<file path="config.mk">
export PLATFORM = sky130hd
export DESIGN_NAME = lpm_ctrl
export DESIGN_NICKNAME = d
export VERILOG_FILES = /design/src/include/lpm_pkg.sv /design/src/verilog/lpm_ctrl.sv
export SDC_FILE = /design/constraint.sdc
export NUM_CORES = 1
export LEC_CHECK = 0
export BUFFER_PORTS_ARGS = -buffer_cell sky130_fd_sc_hd__clkbuf_2
export CORE_MARGIN = 4
export CORE_UTILIZATION = 55
export CTS_BUF_LIST = sky130_fd_sc_hd__clkbuf_8
export CTS_CLUSTER_DIAMETER = 200
export DETAILED_ROUTE_END_ITERATION = 7
export GPL_TIMING_DRIVEN = 0
export MAX_ROUTING_LAYER = met4
export PLACE_DENSITY = 0.83
export SYNTH_ARGS = -nofsm -noshare
export SYNTH_HDL_FRONTEND = slang
export SYNTH_SLANG_ARGS = --single-unit
</file>
<file path="constraint.sdc">
create_clock -name ref_clk -period 6.85 [get_ports ref_clk]
set_input_delay 0.685 -clock ref_clk [delete_from_list [all_inputs] [get_ports ref_clk]]
set_output_delay 0.685 -clock ref_clk [all_outputs]
set_load 0.01 [all_outputs]
</file>
<file path="src/include/lpm_pkg.sv">
// constants, register map and state types of the low power mode controller
// assumes a 50 MHz system clock and a 32-bit AXI4-Lite register port
package lpm_pkg;
    // register indices; the byte address is four times the index
    localparam logic [5:0] CPU_CTL_IDX = 6'h1f;
    localparam logic [5:0] IO_CTL_IDX = 6'h3f;
    localparam logic [5:0] IRQ_EN_IDX = 6'h21;
    localparam logic [5:0] STATUS_IDX = 6'h20;
    // field positions
    localparam int CPU_UNDIV_BIT = 7;
    localparam int CPU_STBY_BIT = 6;
    localparam int CPU_GRANT_BIT = 5;
    localparam int CPU_QUICK_BIT = 3;
    localparam int IO_HALT_BIT = 5;
    // values after reset
    localparam logic [7:0] CPU_CTL_RST = 8'h00;
    localparam logic IO_HALT_RST = 1'b0;
    localparam logic [2:0] IRQ_EN_RST = 3'h0;
    localparam logic [5:0] SYNC_RST = 6'h1f;
    // restart delays in tenths of a clock, as characterised
    localparam int SLEEP_EXIT_TENTHS = 15;
    localparam int IDLE_EXIT_TENTHS = 95;
    localparam int SLEEP_EXIT_CYC = (SLEEP_EXIT_TENTHS + 9) / 10;
    localparam int IDLE_EXIT_CYC = (IDLE_EXIT_TENTHS + 9) / 10;
    // extra bus grant latency in idle, and oscillator stabilisation
    localparam int BUS_EXTRA_CYC = 8;
    localparam int STANDBY_STAB_CYC = 131072;
    localparam int QUICK_STAB_CYC = 64;
    localparam int CNT_W = 18;
    localparam logic [1:0] RESP_OKAY = 2'h0;
    localparam logic [1:0] RESP_SLVERR = 2'h2;

    typedef enum logic [3:0] {
        ST_RUN, ST_SLEEP, ST_SYSSTOP, ST_IDLE, ST_STANDBY,
        ST_RESUME, ST_STAB, ST_BUSWAIT, ST_GRANT
    } lpm_state_e;

    typedef enum logic [1:0] {
        CAUSE_RST, CAUSE_NMI, CAUSE_IRQ, CAUSE_BUS
    } lpm_cause_e;

    typedef enum logic [2:0] {
        SEL_NONE, SEL_CPU, SEL_IO, SEL_IRQ, SEL_STAT
    } lpm_sel_e;
endpackage

</file>
<file path="src/verilog/lpm_ctrl.sv">
// low power mode controller: sleep, system stop, idle, standby, quick standby
// assumes the cpu core pulses the sleep instruction on ref_clk and that the
// reset, nmi, irq and bus request pins are asynchronous to ref_clk
//
// The AXI4-Lite slave port was chosen for this implementation.
`timescale 1ns/1ps
// Notes on behaviour
// - io halt bit set stops serial, clocked serial and timer blocks.
// - clearing io halt bit restarts the halted peripherals.
// - io halt plus sleep with bits 6 and 3 clear stops cpu and peripherals, clock pin runs.
// - system stop wakes like sleep but not from halted peripherals.
// - sleep exit resumes about 1.5 clocks after wake condition.
// - bits 6 and 3 clear: sleep or system stop per io halt.
// - bit 3 only plus io halt: idle, oscillator output blocked.
// - idle halts refresh and peripherals, external irqs still accepted.
// - idle exits on reset low, nmi or enabled external irq.
// - nmi or enabled irq with flag set: service, return after sleep.
// - enabled irq with flag clear: skip service, continue after sleep.
// - idle exit resumes about 9.5 clocks after wake condition.
// - idle with grant enable grants bus 8 clocks later than normal.
// - bus request released in idle: block clock, stay idle.
// - bit 6 only plus io halt: standby, 131072 cycle restart.
// - both bits plus io halt: quick standby, 64 cycle restart.
// - waking irq dropping before stabilisation returns to standby.
// - standby bus request granted only after stabilisation timer.
// - bit 7 zero halves crystal clock, one passes it undivided.
module lpm_ctrl #(
    parameter int ADDR_W = 8,
    parameter int STANDBY_CYC = lpm_pkg::STANDBY_STAB_CYC
) (
    // clock and reset
    input wire logic ref_clk,
    input wire logic rst,
    // axi4-lite slave
    input wire logic [ADDR_W-1:0] s_axi_awaddr,
    input wire logic s_axi_awvalid,
    output logic s_axi_awready,
    input wire logic [31:0] s_axi_wdata,
    input wire logic [3:0] s_axi_wstrb,
    input wire logic s_axi_wvalid,
    output logic s_axi_wready,
    output logic [1:0] s_axi_bresp,
    output logic s_axi_bvalid,
    input wire logic s_axi_bready,
    input wire logic [ADDR_W-1:0] s_axi_araddr,
    input wire logic s_axi_arvalid,
    output logic s_axi_arready,
    output logic [31:0] s_axi_rdata,
    output logic [1:0] s_axi_rresp,
    output logic s_axi_rvalid,
    input wire logic s_axi_rready,
    // cpu core side
    input wire logic sleep_instruction,
    input wire logic interrupt_enable_flag,
    input wire logic periph_irq,
    // external pins, active low except the bus request
    input wire logic reset_pin_n,
    input wire logic nmi_n,
    input wire logic external_irq_zero_n,
    input wire logic external_irq_one_n,
    input wire logic external_irq_two_n,
    input wire logic external_bus_request,
    // power and clock controls
    output logic cpu_halt,
    output logic periph_halt,
    output logic refresh_halt,
    output logic osc_enable,
    output logic system_clock_output_en,
    output logic crystal_undivided,
    output logic bus_grant,
    // restart signalling to the core
    output logic resume,
    output logic service_irq,
    output logic skip_service
);
    import lpm_pkg::*;

    function automatic lpm_sel_e reg_sel(input logic [ADDR_W-1:0] a);
        logic [5:0] idx;
        idx = a[7:2];
        if (a[1:0] != 2'h0) reg_sel = SEL_NONE;
        else if (idx == CPU_CTL_IDX) reg_sel = SEL_CPU;
        else if (idx == IO_CTL_IDX) reg_sel = SEL_IO;
        else if (idx == IRQ_EN_IDX) reg_sel = SEL_IRQ;
        else if (idx == STATUS_IDX) reg_sel = SEL_STAT;
        else reg_sel = SEL_NONE;
    endfunction

    // pin synchronisers
    logic [5:0] sync1_q;
    logic [5:0] sync2_q;
    always_ff @(posedge ref_clk or posedge rst) begin
        if (rst) begin
            sync1_q <= SYNC_RST;
            sync2_q <= SYNC_RST;
        end else begin
            sync1_q <= {external_bus_request, external_irq_two_n,
                        external_irq_one_n, external_irq_zero_n,
                        nmi_n, reset_pin_n};
            sync2_q <= sync1_q;
        end
    end

    // registers
    logic [7:0] cpu_ctl_q;
    logic io_halt_q;
    logic [2:0] irq_en_q;
    lpm_state_e state_q, state_d;
    lpm_state_e back_q, back_d;
    lpm_cause_e cause_q, cause_d;
    logic [CNT_W-1:0] cnt_q, cnt_d;

    // axi write channel
    logic aw_have_q, w_have_q, bvalid_q, awready_q, wready_q;
    logic [ADDR_W-1:0] awaddr_q;
    logic [31:0] wdata_q;
    logic wstrb0_q;
    logic [1:0] bresp_q;
    wire aw_take = s_axi_awvalid & awready_q;
    wire w_take = s_axi_wvalid & wready_q;
    wire wr_go = aw_have_q & w_have_q & ~bvalid_q;
    wire b_done = bvalid_q & s_axi_bready;
    wire lpm_sel_e wsel = reg_sel(awaddr_q);
    wire wr_ok = wr_go & (wsel != SEL_NONE);
    wire aw_have_d = (aw_have_q | aw_take) & ~wr_go;
    wire w_have_d = (w_have_q | w_take) & ~wr_go;
    always_ff @(posedge ref_clk or posedge rst) begin
        if (rst) begin
            aw_have_q <= 1'b0;
            w_have_q <= 1'b0;
            awready_q <= 1'b1;
            wready_q <= 1'b1;
            bvalid_q <= 1'b0;
            bresp_q <= RESP_OKAY;
            awaddr_q <= '0;
            wdata_q <= 32'h0;
            wstrb0_q <= 1'b0;
        end else begin
            aw_have_q <= aw_have_d;
            w_have_q <= w_have_d;
            awready_q <= ~aw_have_d;
            wready_q <= ~w_have_d;
            if (aw_take) awaddr_q <= s_axi_awaddr;
            if (w_take) wdata_q <= s_axi_wdata;
            if (w_take) wstrb0_q <= s_axi_wstrb[0];
            if (wr_go) begin
                bvalid_q <= 1'b1;
                bresp_q <= wr_ok ? RESP_OKAY : RESP_SLVERR;
            end else if (b_done) begin
                bvalid_q <= 1'b0;
            end
        end
    end

    wire wr_byte = wr_ok & wstrb0_q;
    always_ff @(posedge ref_clk or posedge rst) begin
        if (rst) begin
            cpu_ctl_q <= CPU_CTL_RST;
            io_halt_q <= IO_HALT_RST;
            irq_en_q <= IRQ_EN_RST;
        end else if (wr_byte) begin
            if (wsel == SEL_CPU) cpu_ctl_q <= wdata_q[7:0];
            if (wsel == SEL_IO) io_halt_q <= wdata_q[IO_HALT_BIT];
            if (wsel == SEL_IRQ) irq_en_q <= wdata_q[2:0];
        end
    end

    // axi read channel
    logic arready_q, rvalid_q;
    logic [31:0] rdata_q;
    logic [1:0] rresp_q;
    wire ar_take = s_axi_arvalid & arready_q;
    wire lpm_sel_e rsel = reg_sel(s_axi_araddr);
    wire [31:0] rd_mux =
        (rsel == SEL_CPU) ? {24'h0, cpu_ctl_q} :
        (rsel == SEL_IO) ? {24'h0, 2'h0, io_halt_q, 5'h0} :
        (rsel == SEL_IRQ) ? {29'h0, irq_en_q} :
        (rsel == SEL_STAT) ? {26'h0, cause_q, state_q} : 32'h0;
    always_ff @(posedge ref_clk or posedge rst) begin
        if (rst) begin
            arready_q <= 1'b1;
            rvalid_q <= 1'b0;
            rdata_q <= 32'h0;
            rresp_q <= RESP_OKAY;
        end else if (ar_take) begin
            arready_q <= 1'b0;
            rvalid_q <= 1'b1;
            rdata_q <= rd_mux;
            rresp_q <= (rsel == SEL_NONE) ? RESP_SLVERR : RESP_OKAY;
        end else if (rvalid_q & s_axi_rready) begin
            arready_q <= 1'b1;
            rvalid_q <= 1'b0;
        end
    end

    // wake sources
    wire rst_act = ~sync2_q[0];
    wire nmi_act = ~sync2_q[1];
    wire irq_act = |(~sync2_q[4:2] & irq_en_q);
    wire bus_req = sync2_q[5];
    wire grant_en = cpu_ctl_q[CPU_GRANT_BIT];
    wire quick = cpu_ctl_q[CPU_QUICK_BIT];
    wire ext_wake = rst_act | nmi_act | irq_act;
    wire sleep_wake = ext_wake | periph_irq;
    wire bus_go = grant_en & bus_req & ~ext_wake;
    wire lpm_cause_e ext_cause = rst_act ? CAUSE_RST :
                                 nmi_act ? CAUSE_NMI : CAUSE_IRQ;
    wire [CNT_W-1:0] stab_load = quick ? CNT_W'(QUICK_STAB_CYC - 1)
                                       : CNT_W'(STANDBY_CYC - 1);
    wire lpm_state_e sleep_target =
        ~io_halt_q ? ST_SLEEP :
        (cpu_ctl_q[CPU_STBY_BIT] ? ST_STANDBY :
         (quick ? ST_IDLE : ST_SYSSTOP));
    wire stab_drop = (cause_q == CAUSE_IRQ) ? ~irq_act :
                     (cause_q == CAUSE_BUS) ? ~bus_req : 1'b0;

    always_comb begin
        state_d = state_q;
        back_d = back_q;
        cause_d = cause_q;
        cnt_d = (cnt_q != '0) ? cnt_q - CNT_W'(1) : cnt_q;
        case (state_q)
            ST_RUN: begin
                if (sleep_instruction) state_d = sleep_target;
            end
            ST_SLEEP, ST_SYSSTOP: begin
                // halted peripherals cannot wake system stop
                if (ext_wake | (periph_irq & state_q == ST_SLEEP)) begin
                    state_d = ST_RESUME;
                    cause_d = ext_wake ? ext_cause : CAUSE_IRQ;
                    cnt_d = CNT_W'(SLEEP_EXIT_CYC - 1);
                end
            end
            ST_IDLE: begin
                back_d = ST_IDLE;
                if (ext_wake) begin
                    state_d = ST_RESUME;
                    cause_d = ext_cause;
                    cnt_d = CNT_W'(IDLE_EXIT_CYC - 1);
                end else if (bus_go) begin
                    state_d = ST_BUSWAIT;
                    cause_d = CAUSE_BUS;
                    cnt_d = CNT_W'(BUS_EXTRA_CYC);
                end
            end
            ST_STANDBY: begin
                back_d = ST_STANDBY;
                if (ext_wake | bus_go) begin
                    state_d = ST_STAB;
                    cause_d = ext_wake ? ext_cause : CAUSE_BUS;
                    cnt_d = stab_load;
                end
            end
            ST_STAB: begin
                if (stab_drop) state_d = ST_STANDBY;
                else if (cnt_q == '0) begin
                    if (cause_q == CAUSE_BUS) state_d = ST_GRANT;
                    else state_d = ST_RUN;
                end
            end
            ST_BUSWAIT: begin
                if (~bus_req) state_d = ST_IDLE;
                else if (cnt_q == '0) state_d = ST_GRANT;
            end
            ST_GRANT: begin
                if (~bus_req) state_d = back_q;
            end
            ST_RESUME: begin
                if (cnt_q == '0) state_d = ST_RUN;
            end
            default: state_d = ST_RUN;
        endcase
    end

    wire leaving = (state_q == ST_RESUME || state_q == ST_STAB) &&
                   state_d == ST_RUN;
    wire do_irq = (cause_q == CAUSE_NMI) ||
                  (cause_q == CAUSE_IRQ && interrupt_enable_flag);
    wire st_low = state_d != ST_RUN;
    wire st_dark = state_d == ST_IDLE || state_d == ST_STANDBY ||
                   state_d == ST_STAB || state_d == ST_BUSWAIT;
    wire st_osc_off = state_d == ST_STANDBY || state_d == ST_STAB;

    always_ff @(posedge ref_clk or posedge rst) begin
        if (rst) begin
            state_q <= ST_RUN;
            back_q <= ST_IDLE;
            cause_q <= CAUSE_RST;
            cnt_q <= '0;
            cpu_halt <= 1'b0;
            periph_halt <= 1'b0;
            refresh_halt <= 1'b0;
            osc_enable <= 1'b1;
            system_clock_output_en <= 1'b1;
            crystal_undivided <= 1'b0;
            bus_grant <= 1'b0;
            resume <= 1'b0;
            service_irq <= 1'b0;
            skip_service <= 1'b0;
        end else begin
            state_q <= state_d;
            back_q <= back_d;
            cause_q <= cause_d;
            cnt_q <= cnt_d;
            cpu_halt <= st_low;
            periph_halt <= io_halt_q | st_dark;
            refresh_halt <= st_dark;
            osc_enable <= ~st_osc_off;
            system_clock_output_en <= ~st_dark;
            crystal_undivided <= cpu_ctl_q[CPU_UNDIV_BIT];
            bus_grant <= state_d == ST_GRANT;
            resume <= leaving;
            service_irq <= leaving & do_irq;
            skip_service <= leaving & (cause_q == CAUSE_IRQ) &
                            ~interrupt_enable_flag;
        end
    end

    assign s_axi_awready = awready_q;
    assign s_axi_wready = wready_q;
    assign s_axi_bvalid = bvalid_q;
    assign s_axi_bresp = bresp_q;
    assign s_axi_arready = arready_q;
    assign s_axi_rvalid = rvalid_q;
    assign s_axi_rdata = rdata_q;
    assign s_axi_rresp = rresp_q;
endmodule

</file>
Word level (Yosys, flattened, before mapping)
Index checks and enable logic that the tools add are counted.

word-level totals
  register bits after elaboration = 122
  input port bits = 68
  output and inout port bits = 51

cells by class
  add/sub/neg operators = 1
  eq/ne operators = 34
  mux-type cells = 57
  bitwise operators = 38
  reductions and logical operators = 27

operators by type and width
  kind                                                  count
  2-to-1 mux 18 bit                                     5
  case mux 18 bit (3 select lines)                      1
  2-to-1 mux 4 bit                                      12
  equality test 6 bit (second input constant)           6
  2-to-1 mux 3 bit                                      12
  case mux 4 bit (8 select lines)                       1
  equality test 4 x 3 -> 1 bit (second input constant)  7
  2-to-1 mux 2 bit                                      10
  zero test 18 bit                                      1
  2-to-1 mux 6 bit                                      3
  nonzero test 18 bit                                   1
  subtractor 18 x 1 -> 18 bit (second input constant)   1
  AND 1 bit                                             17
  2-to-1 mux 17 bit                                     1
  equality test 3 x 2 -> 1 bit (second input constant)  4
  equality test 4 x 2 -> 1 bit (second input constant)  3
  equality test 6 x 5 -> 1 bit (second input constant)  2
  NOT 1 bit                                             12
  nonzero test 2 bit                                    5
  2-to-1 mux 1 bit                                      9
  equality test 4 bit (second input constant)           2
  zero test 4 bit                                       2
  2-to-1 mux 8 bit                                      1
  case mux 4 bit (2 select lines)                       1
  other kinds (20)                                      38

Logic depth before layout (Yosys ltp)
  depth in word-level cells = 14
  depth in mapped cells = 9
  mapped depth without buffers = 8

Least setup slack after synthesis
OpenSTA, ideal clock, no wires.

  path kind = register -> register
  start point = register cnt_q[6]
  end point = register cpu_halt
  arrival time = 2,618 ps
  required time = 6,712 ps
  setup slack = 4,093 ps
  cell stages (with the launch flop) = 9
  path buffers = 2
  period minus slack after synthesis = 2,757 ps
  cell sequence = dfrtp_1 > or4_4 > nor4_4 > and4_1 > buf_6 > nor4_1 > or4_4 > buf_6 > or4_4

between the ends
  cells in the longest elaborated chain, start to end = 5
  elaborated cells between the ends (all ways) = 8
  those cells by class = mux: 6; reduce/logical: 2

RTL lines
  what                                        line                                               RTL
  start: declaration                          lpm_ctrl.sv:111                                    logic [CNT_W-1:0] cnt_q, cnt_d;
  start signal: assignment                    lpm_ctrl.sv:304                                    cnt_q <= cnt_d;
  zero test 18 bit *                          lpm_ctrl.sv:256, lpm_ctrl.sv:263, lpm_ctrl.sv:269
  2-to-1 mux 4 bit, on equally long branches  lpm_ctrl.sv:263, lpm_ctrl.sv:256
  2-to-1 mux 4 bit, on equally long branches  lpm_ctrl.sv:262, lpm_ctrl.sv:255
  case mux 4 bit (8 select lines) *           lpm_ctrl.sv:222                                    case (state_q)
  net state_d[2]                              lpm_ctrl.sv:108                                    lpm_state_e state_q, state_d;
  nonzero test 4 bit *                        lpm_ctrl.sv:279                                    wire st_low = state_d != ST_RUN;
  net st_low                                  lpm_ctrl.sv:279
  end signal: assignment                      lpm_ctrl.sv:305                                    cpu_halt <= st_low;
  end: declaration                            lpm_ctrl.sv:64                                     output logic cpu_halt,

Mark *: on every way through the listed nets, which the timed path passes. The rest lies on a longest branch.
A chain may end at the register's enable or synchronous reset.

Final worst setup path
  start point = register sync2_q[3]
  end point = register cpu_halt

between the ends
  cells in the longest elaborated chain, start to end = 10
  elaborated cells between the ends (all ways) = 17
  those cells by class = mux: 7; bitwise: 8; reduce/logical: 2

RTL lines
  what                                                 line                              RTL
  start: declaration                                   lpm_ctrl.sv:91                    logic [5:0] sync2_q;
  start signal: assignment                             lpm_ctrl.sv:100                   sync2_q <= sync1_q;
  NOT 3 bit *                                          lpm_ctrl.sv:199                   wire irq_act = |(~sync2_q[4:2] & irq_en_q);
  AND 3 bit *                                          lpm_ctrl.sv:199
  OR reduction 3 bit *                                 lpm_ctrl.sv:199
  OR 1 bit                                             lpm_ctrl.sv:203                   wire ext_wake = rst_act | nmi_act | irq_act;
  NOT 1 bit                                            lpm_ctrl.sv:205                   wire bus_go = grant_en & bus_req & ~ext_wake;
  AND 1 bit                                            lpm_ctrl.sv:205
  OR 1 bit / 2-to-1 mux 4 bit (equally long branches)  lpm_ctrl.sv:248, lpm_ctrl.sv:240
  2-to-1 mux 4 bit, on equally long branches           lpm_ctrl.sv:248, lpm_ctrl.sv:236
  case mux 4 bit (8 select lines) *                    lpm_ctrl.sv:222
  net state_d[2]                                       lpm_ctrl.sv:108
  nonzero test 4 bit *                                 lpm_ctrl.sv:279
  net st_low                                           lpm_ctrl.sv:279

Marked as above.

==> results by group <==
Synth
  – Netlist cell types: 57
  – Post-synth EDFFs: 0
  – Mapped Cells: just over 400
  – Post-Syn Area per Cell: approximately 11 um^2
  – Adder-cell share of the synthesized area: 0.2794%
  – Synth Cell Area: ~0.0045 mm^2
  – Post-synth top flop: dfrtp_1
  – Synth Area in Compound Gates: 9.779%
  – Post-synthesis sequential area ratio: between 50% and 60%
  – Yosys warnings: 0
  – Post-synthesis mux area share: under 10%
  – #FFs+latches synth: 94
  – Simple-gate share of the synthesized area: 17.44%
  – XOR/XNOR Fraction of Synth Area: between 2 and 3%
  – Main combinational cell family by area after synthesis: simple AND/OR/NAND/NOR gates
  – Ys async rst share: 100.0%

Critical path
  – Crit Path Category: flop to flop
  – Critical path fanouts, max: 9
  – Worst setup EP type: flop
  – Worst reg-to-reg setup slack: 3.76 ns
  – CP Launch Type: flop
  – Worst r2r src: sync2_q[3]$_DFF_PP1_
  – Crit path DAT: approximately 3.3 ns
  – R2R cell count: 7
  – Crit path required time: 7.10 ns
  – Critical Path Source: sync2_q[3]$_DFF_PP1_
  – Reg2reg end: cpu_halt$_DFF_PP0_

Run status
  – Outcome: complete, no violations

Clocking
  – Clk pin slew, worst setup/hold paths: 0.10 ns
  – CTS tree: built
  – H-tree Lvls: 3
  – Worst-Skew Late Latency: 0.37 ns
  – TritonCTS buffer count: 9
  – Setup bufs post-CTS: 0
  – Hold bufs inserted after CTS: 0
  – CTS root buffer: clkbuf_8
  – Longest Clk Path Bufs: 2
  – Resize count post-CTS: 0
  – Sink Count: 94

Cells and area
  – Layout area overhead: 17.30%
  – Share of layout cells above drive strength 1: a little over a third
  – Diodes inserted: 0
  – NumNets Final: 581

Route
  – DR iter-0 viols: between 200 and 250
  – DR vias: approximately 3,400
  – DRT antenna net count: 0
  – Final Routed Wirelength: between 9 and 10 mm
  – Mean number of vias per cell: 5.423
  – Drt drc: 0
  – Drt first pass iters: 4
  – WL/cell: approximately 15 um

STA
  – Worst slew pin tran: ~1.1 ns
  – Pins over their slew limit: 0
  – Final setup vio count: 0
  – Tcrit/Tclk final: ~45%
  – Setup tns final: 0 ns
  – Final hold viol count: 0
  – RSZ-0062 raised after global routing: no
  – Headroom to the max-slew limit: about a quarter
  – Post-Route Skew: approximately 0.0064 ns
  – Fmax: approximately 320 MHz
  – Period minus WS final: slightly above 3 ns

Global route
  – Congestion Overflow GR: 0
  – First-pass GRT wire length: ~16 mm
  – Vias in the first global route: around 3,400
  – Initial antenna violation count: 0
  – Pin count of the biggest net entering global routing: between 70 and 80
  – GRT Util Overall: a little over a fifth

Place
  – Placer Congestion: roughly 0.93
  – IO Port Bufs: 65
  – HPWL Detailed: between 6 and 7 mm

Floorplanning
  – Rows: 32
  – Die area: about 0.0096 mm^2
  – Initial Util: 57.36%
  – Die width: between 90 and 100 um
  – Die height: just under 100 um
  – Core ar.: around 0.008 mm^2
  – I/O Pins: around 120

Min path
  – Hold Crit Class: input pin to async pin

Job
  – Max cap viols: 0

Power
  – IR drop worst, VDD: about 240 uV
  – P_leak: between 2 and 2.5 nW
  – Power Dens Cells: 361.5 mW/mm^2
  – Power Total: approximately 1.9 mW
-- metal layers --
metal,GRT usage (%),wire [um]
met1,26.08,3927
met2,33.87,4688
met3,3.214,461
met4,8.824,188
met5,-,0
-- per-stage QoR --
step,worst slack (ns),instance area [um^2],utilization [%],std cells,hold slack [ns]
after global placement,2.833,5025,64.36,602,0.3340
after detailed placement,3.771,5055,64.74,603,0.3404
after global routing,3.578,5253,67.28,619,0.2388
after floorplan,3.743,4572,-,435,0.3312
final,3.756,5253,67.28,619,0.2447
after CTS,3.789,5253,67.28,619,0.2343
-- cells by family (layout without fill, tap and decap cells) --
group,after synthesis,in the layout
other,1,26
XOR/XNOR,13,13
buffers and inverters,50,132
multiplexers,39,39
AO/OA/AOI/OAI,72,72
AND/OR/NAND/NOR,140,140
flip-flops,94,94
adder cells (fa/ha/maj),1,1
-- synth_stat cells, types with 3 or more instances --
cell	count	area share, %
nor3_1	9	1.0
nor2b_1	6	0.84
and2_1	3	0.42
nor2_1	21	1.8
nor4_1	9	1.3
or2_2	4	0.56
a21o_1	3	0.50
nand2_1	39	3.3
mux2i_1	4	0.89
o21ai_0	36	4.0
a21oi_1	9	1.0
dfstp_2	16	9.4
or4_4	4	1.0
dfrtp_1	78	44
a31oi_1	4	0.56
xnor2_1	5	0.98
buf_4	27	4.5
buf_6	3	0.75
nand3b_1	3	0.50
nand2b_1	6	0.84
clkbuf_1	4	0.34
nand4_1	7	0.98
xor2_1	8	1.6
nand3_1	10	1.1
a22oi_1	5	0.84
mux2_2	35	8.8
inv_1	14	1.2
-- critical path, cell delays in order, from the launching register on --
cell and delay [ns]:
dfstp_2 0.53, nand2b_1 0.16, nand4_1 0.18, o221ai_1 0.56, a21oi_1 0.30, or4_4 0.59, buf_6 0.15, or4_4 0.49
-- area by class of cell --
type	instances	area, um^2
Clock inverter	7	73.82
Inverter	14	55.05
Fill cell	625	2555
Buffer	36	270.3
Multi-Input combinational cell	291	1877
Tap cell	102	127.6
Timing Repair Buffer	66	352.8
Sequential cell	94	2372
Clock buffer	9	123.9
-- state kept, by name (all words and copies together), names as in the netlist, 2 cells and up --
register / cells
cnt_q: 18
awaddr_q: 8
cpu_ctl_q: 8
s_axi_rdata: 8
wdata_q: 8
sync1_q: 6
sync2_q: 6
state_q: 4
irq_en_q: 3
back_q: 2
cause_q: 2
-- power breakdown --
group	switching (mW)	leakage, nW	internal, mW	total [mW]
clock	0.217	0.102	0.145	0.362
combinational	0.356	1.20	0.314	0.669
sequential	0.138	1.15	0.729	0.867
-- how the worst max path moves through the flow --
stage,end
global placement,service_irq$_DFF_PP0_
finish,cpu_halt$_DFF_PP0_
global route,cpu_halt$_DFF_PP0_
floorplan,aw_have_q$_DFF_PP0_
CTS,cpu_halt$_DFF_PP0_
detailed placement,cpu_halt$_DFF_PP0_
-- cells in the final DEF, fill, tap and decap left out, types with 2 or more instances in the layout --
master     instances
a31oi_1            4
nand2b_1           6
or2_2              4
nand3b_1           3
mux2i_1            4
a2111oi_0          2
buf_4             27
nand2_1           39
or2b_2             2
xor2_1             8
inv_8              2
a21boi_0           2
clkbuf_8          10
and4_1             2
nor4_1             9
dfstp_2           16
conb_1            26
nand3_1           10
o21ai_0           36
nor2_1            21
o31ai_1            2
inv_1             13
clkbuf_2          65
or3_2              2
nand4_1            7
a22oi_1            5
clkbuf_1           4
or4_4              4
a21o_1             3
nor3_1             9
mux2_2            35
and2_1             3
nor2b_1            6
and3_1             2
xnor2_1            5
buf_6              3
inv_6              4
dfrtp_1           78
a21oi_1            9
or4_1              2
Note: power is estimated with default switching activity, not from simulation.
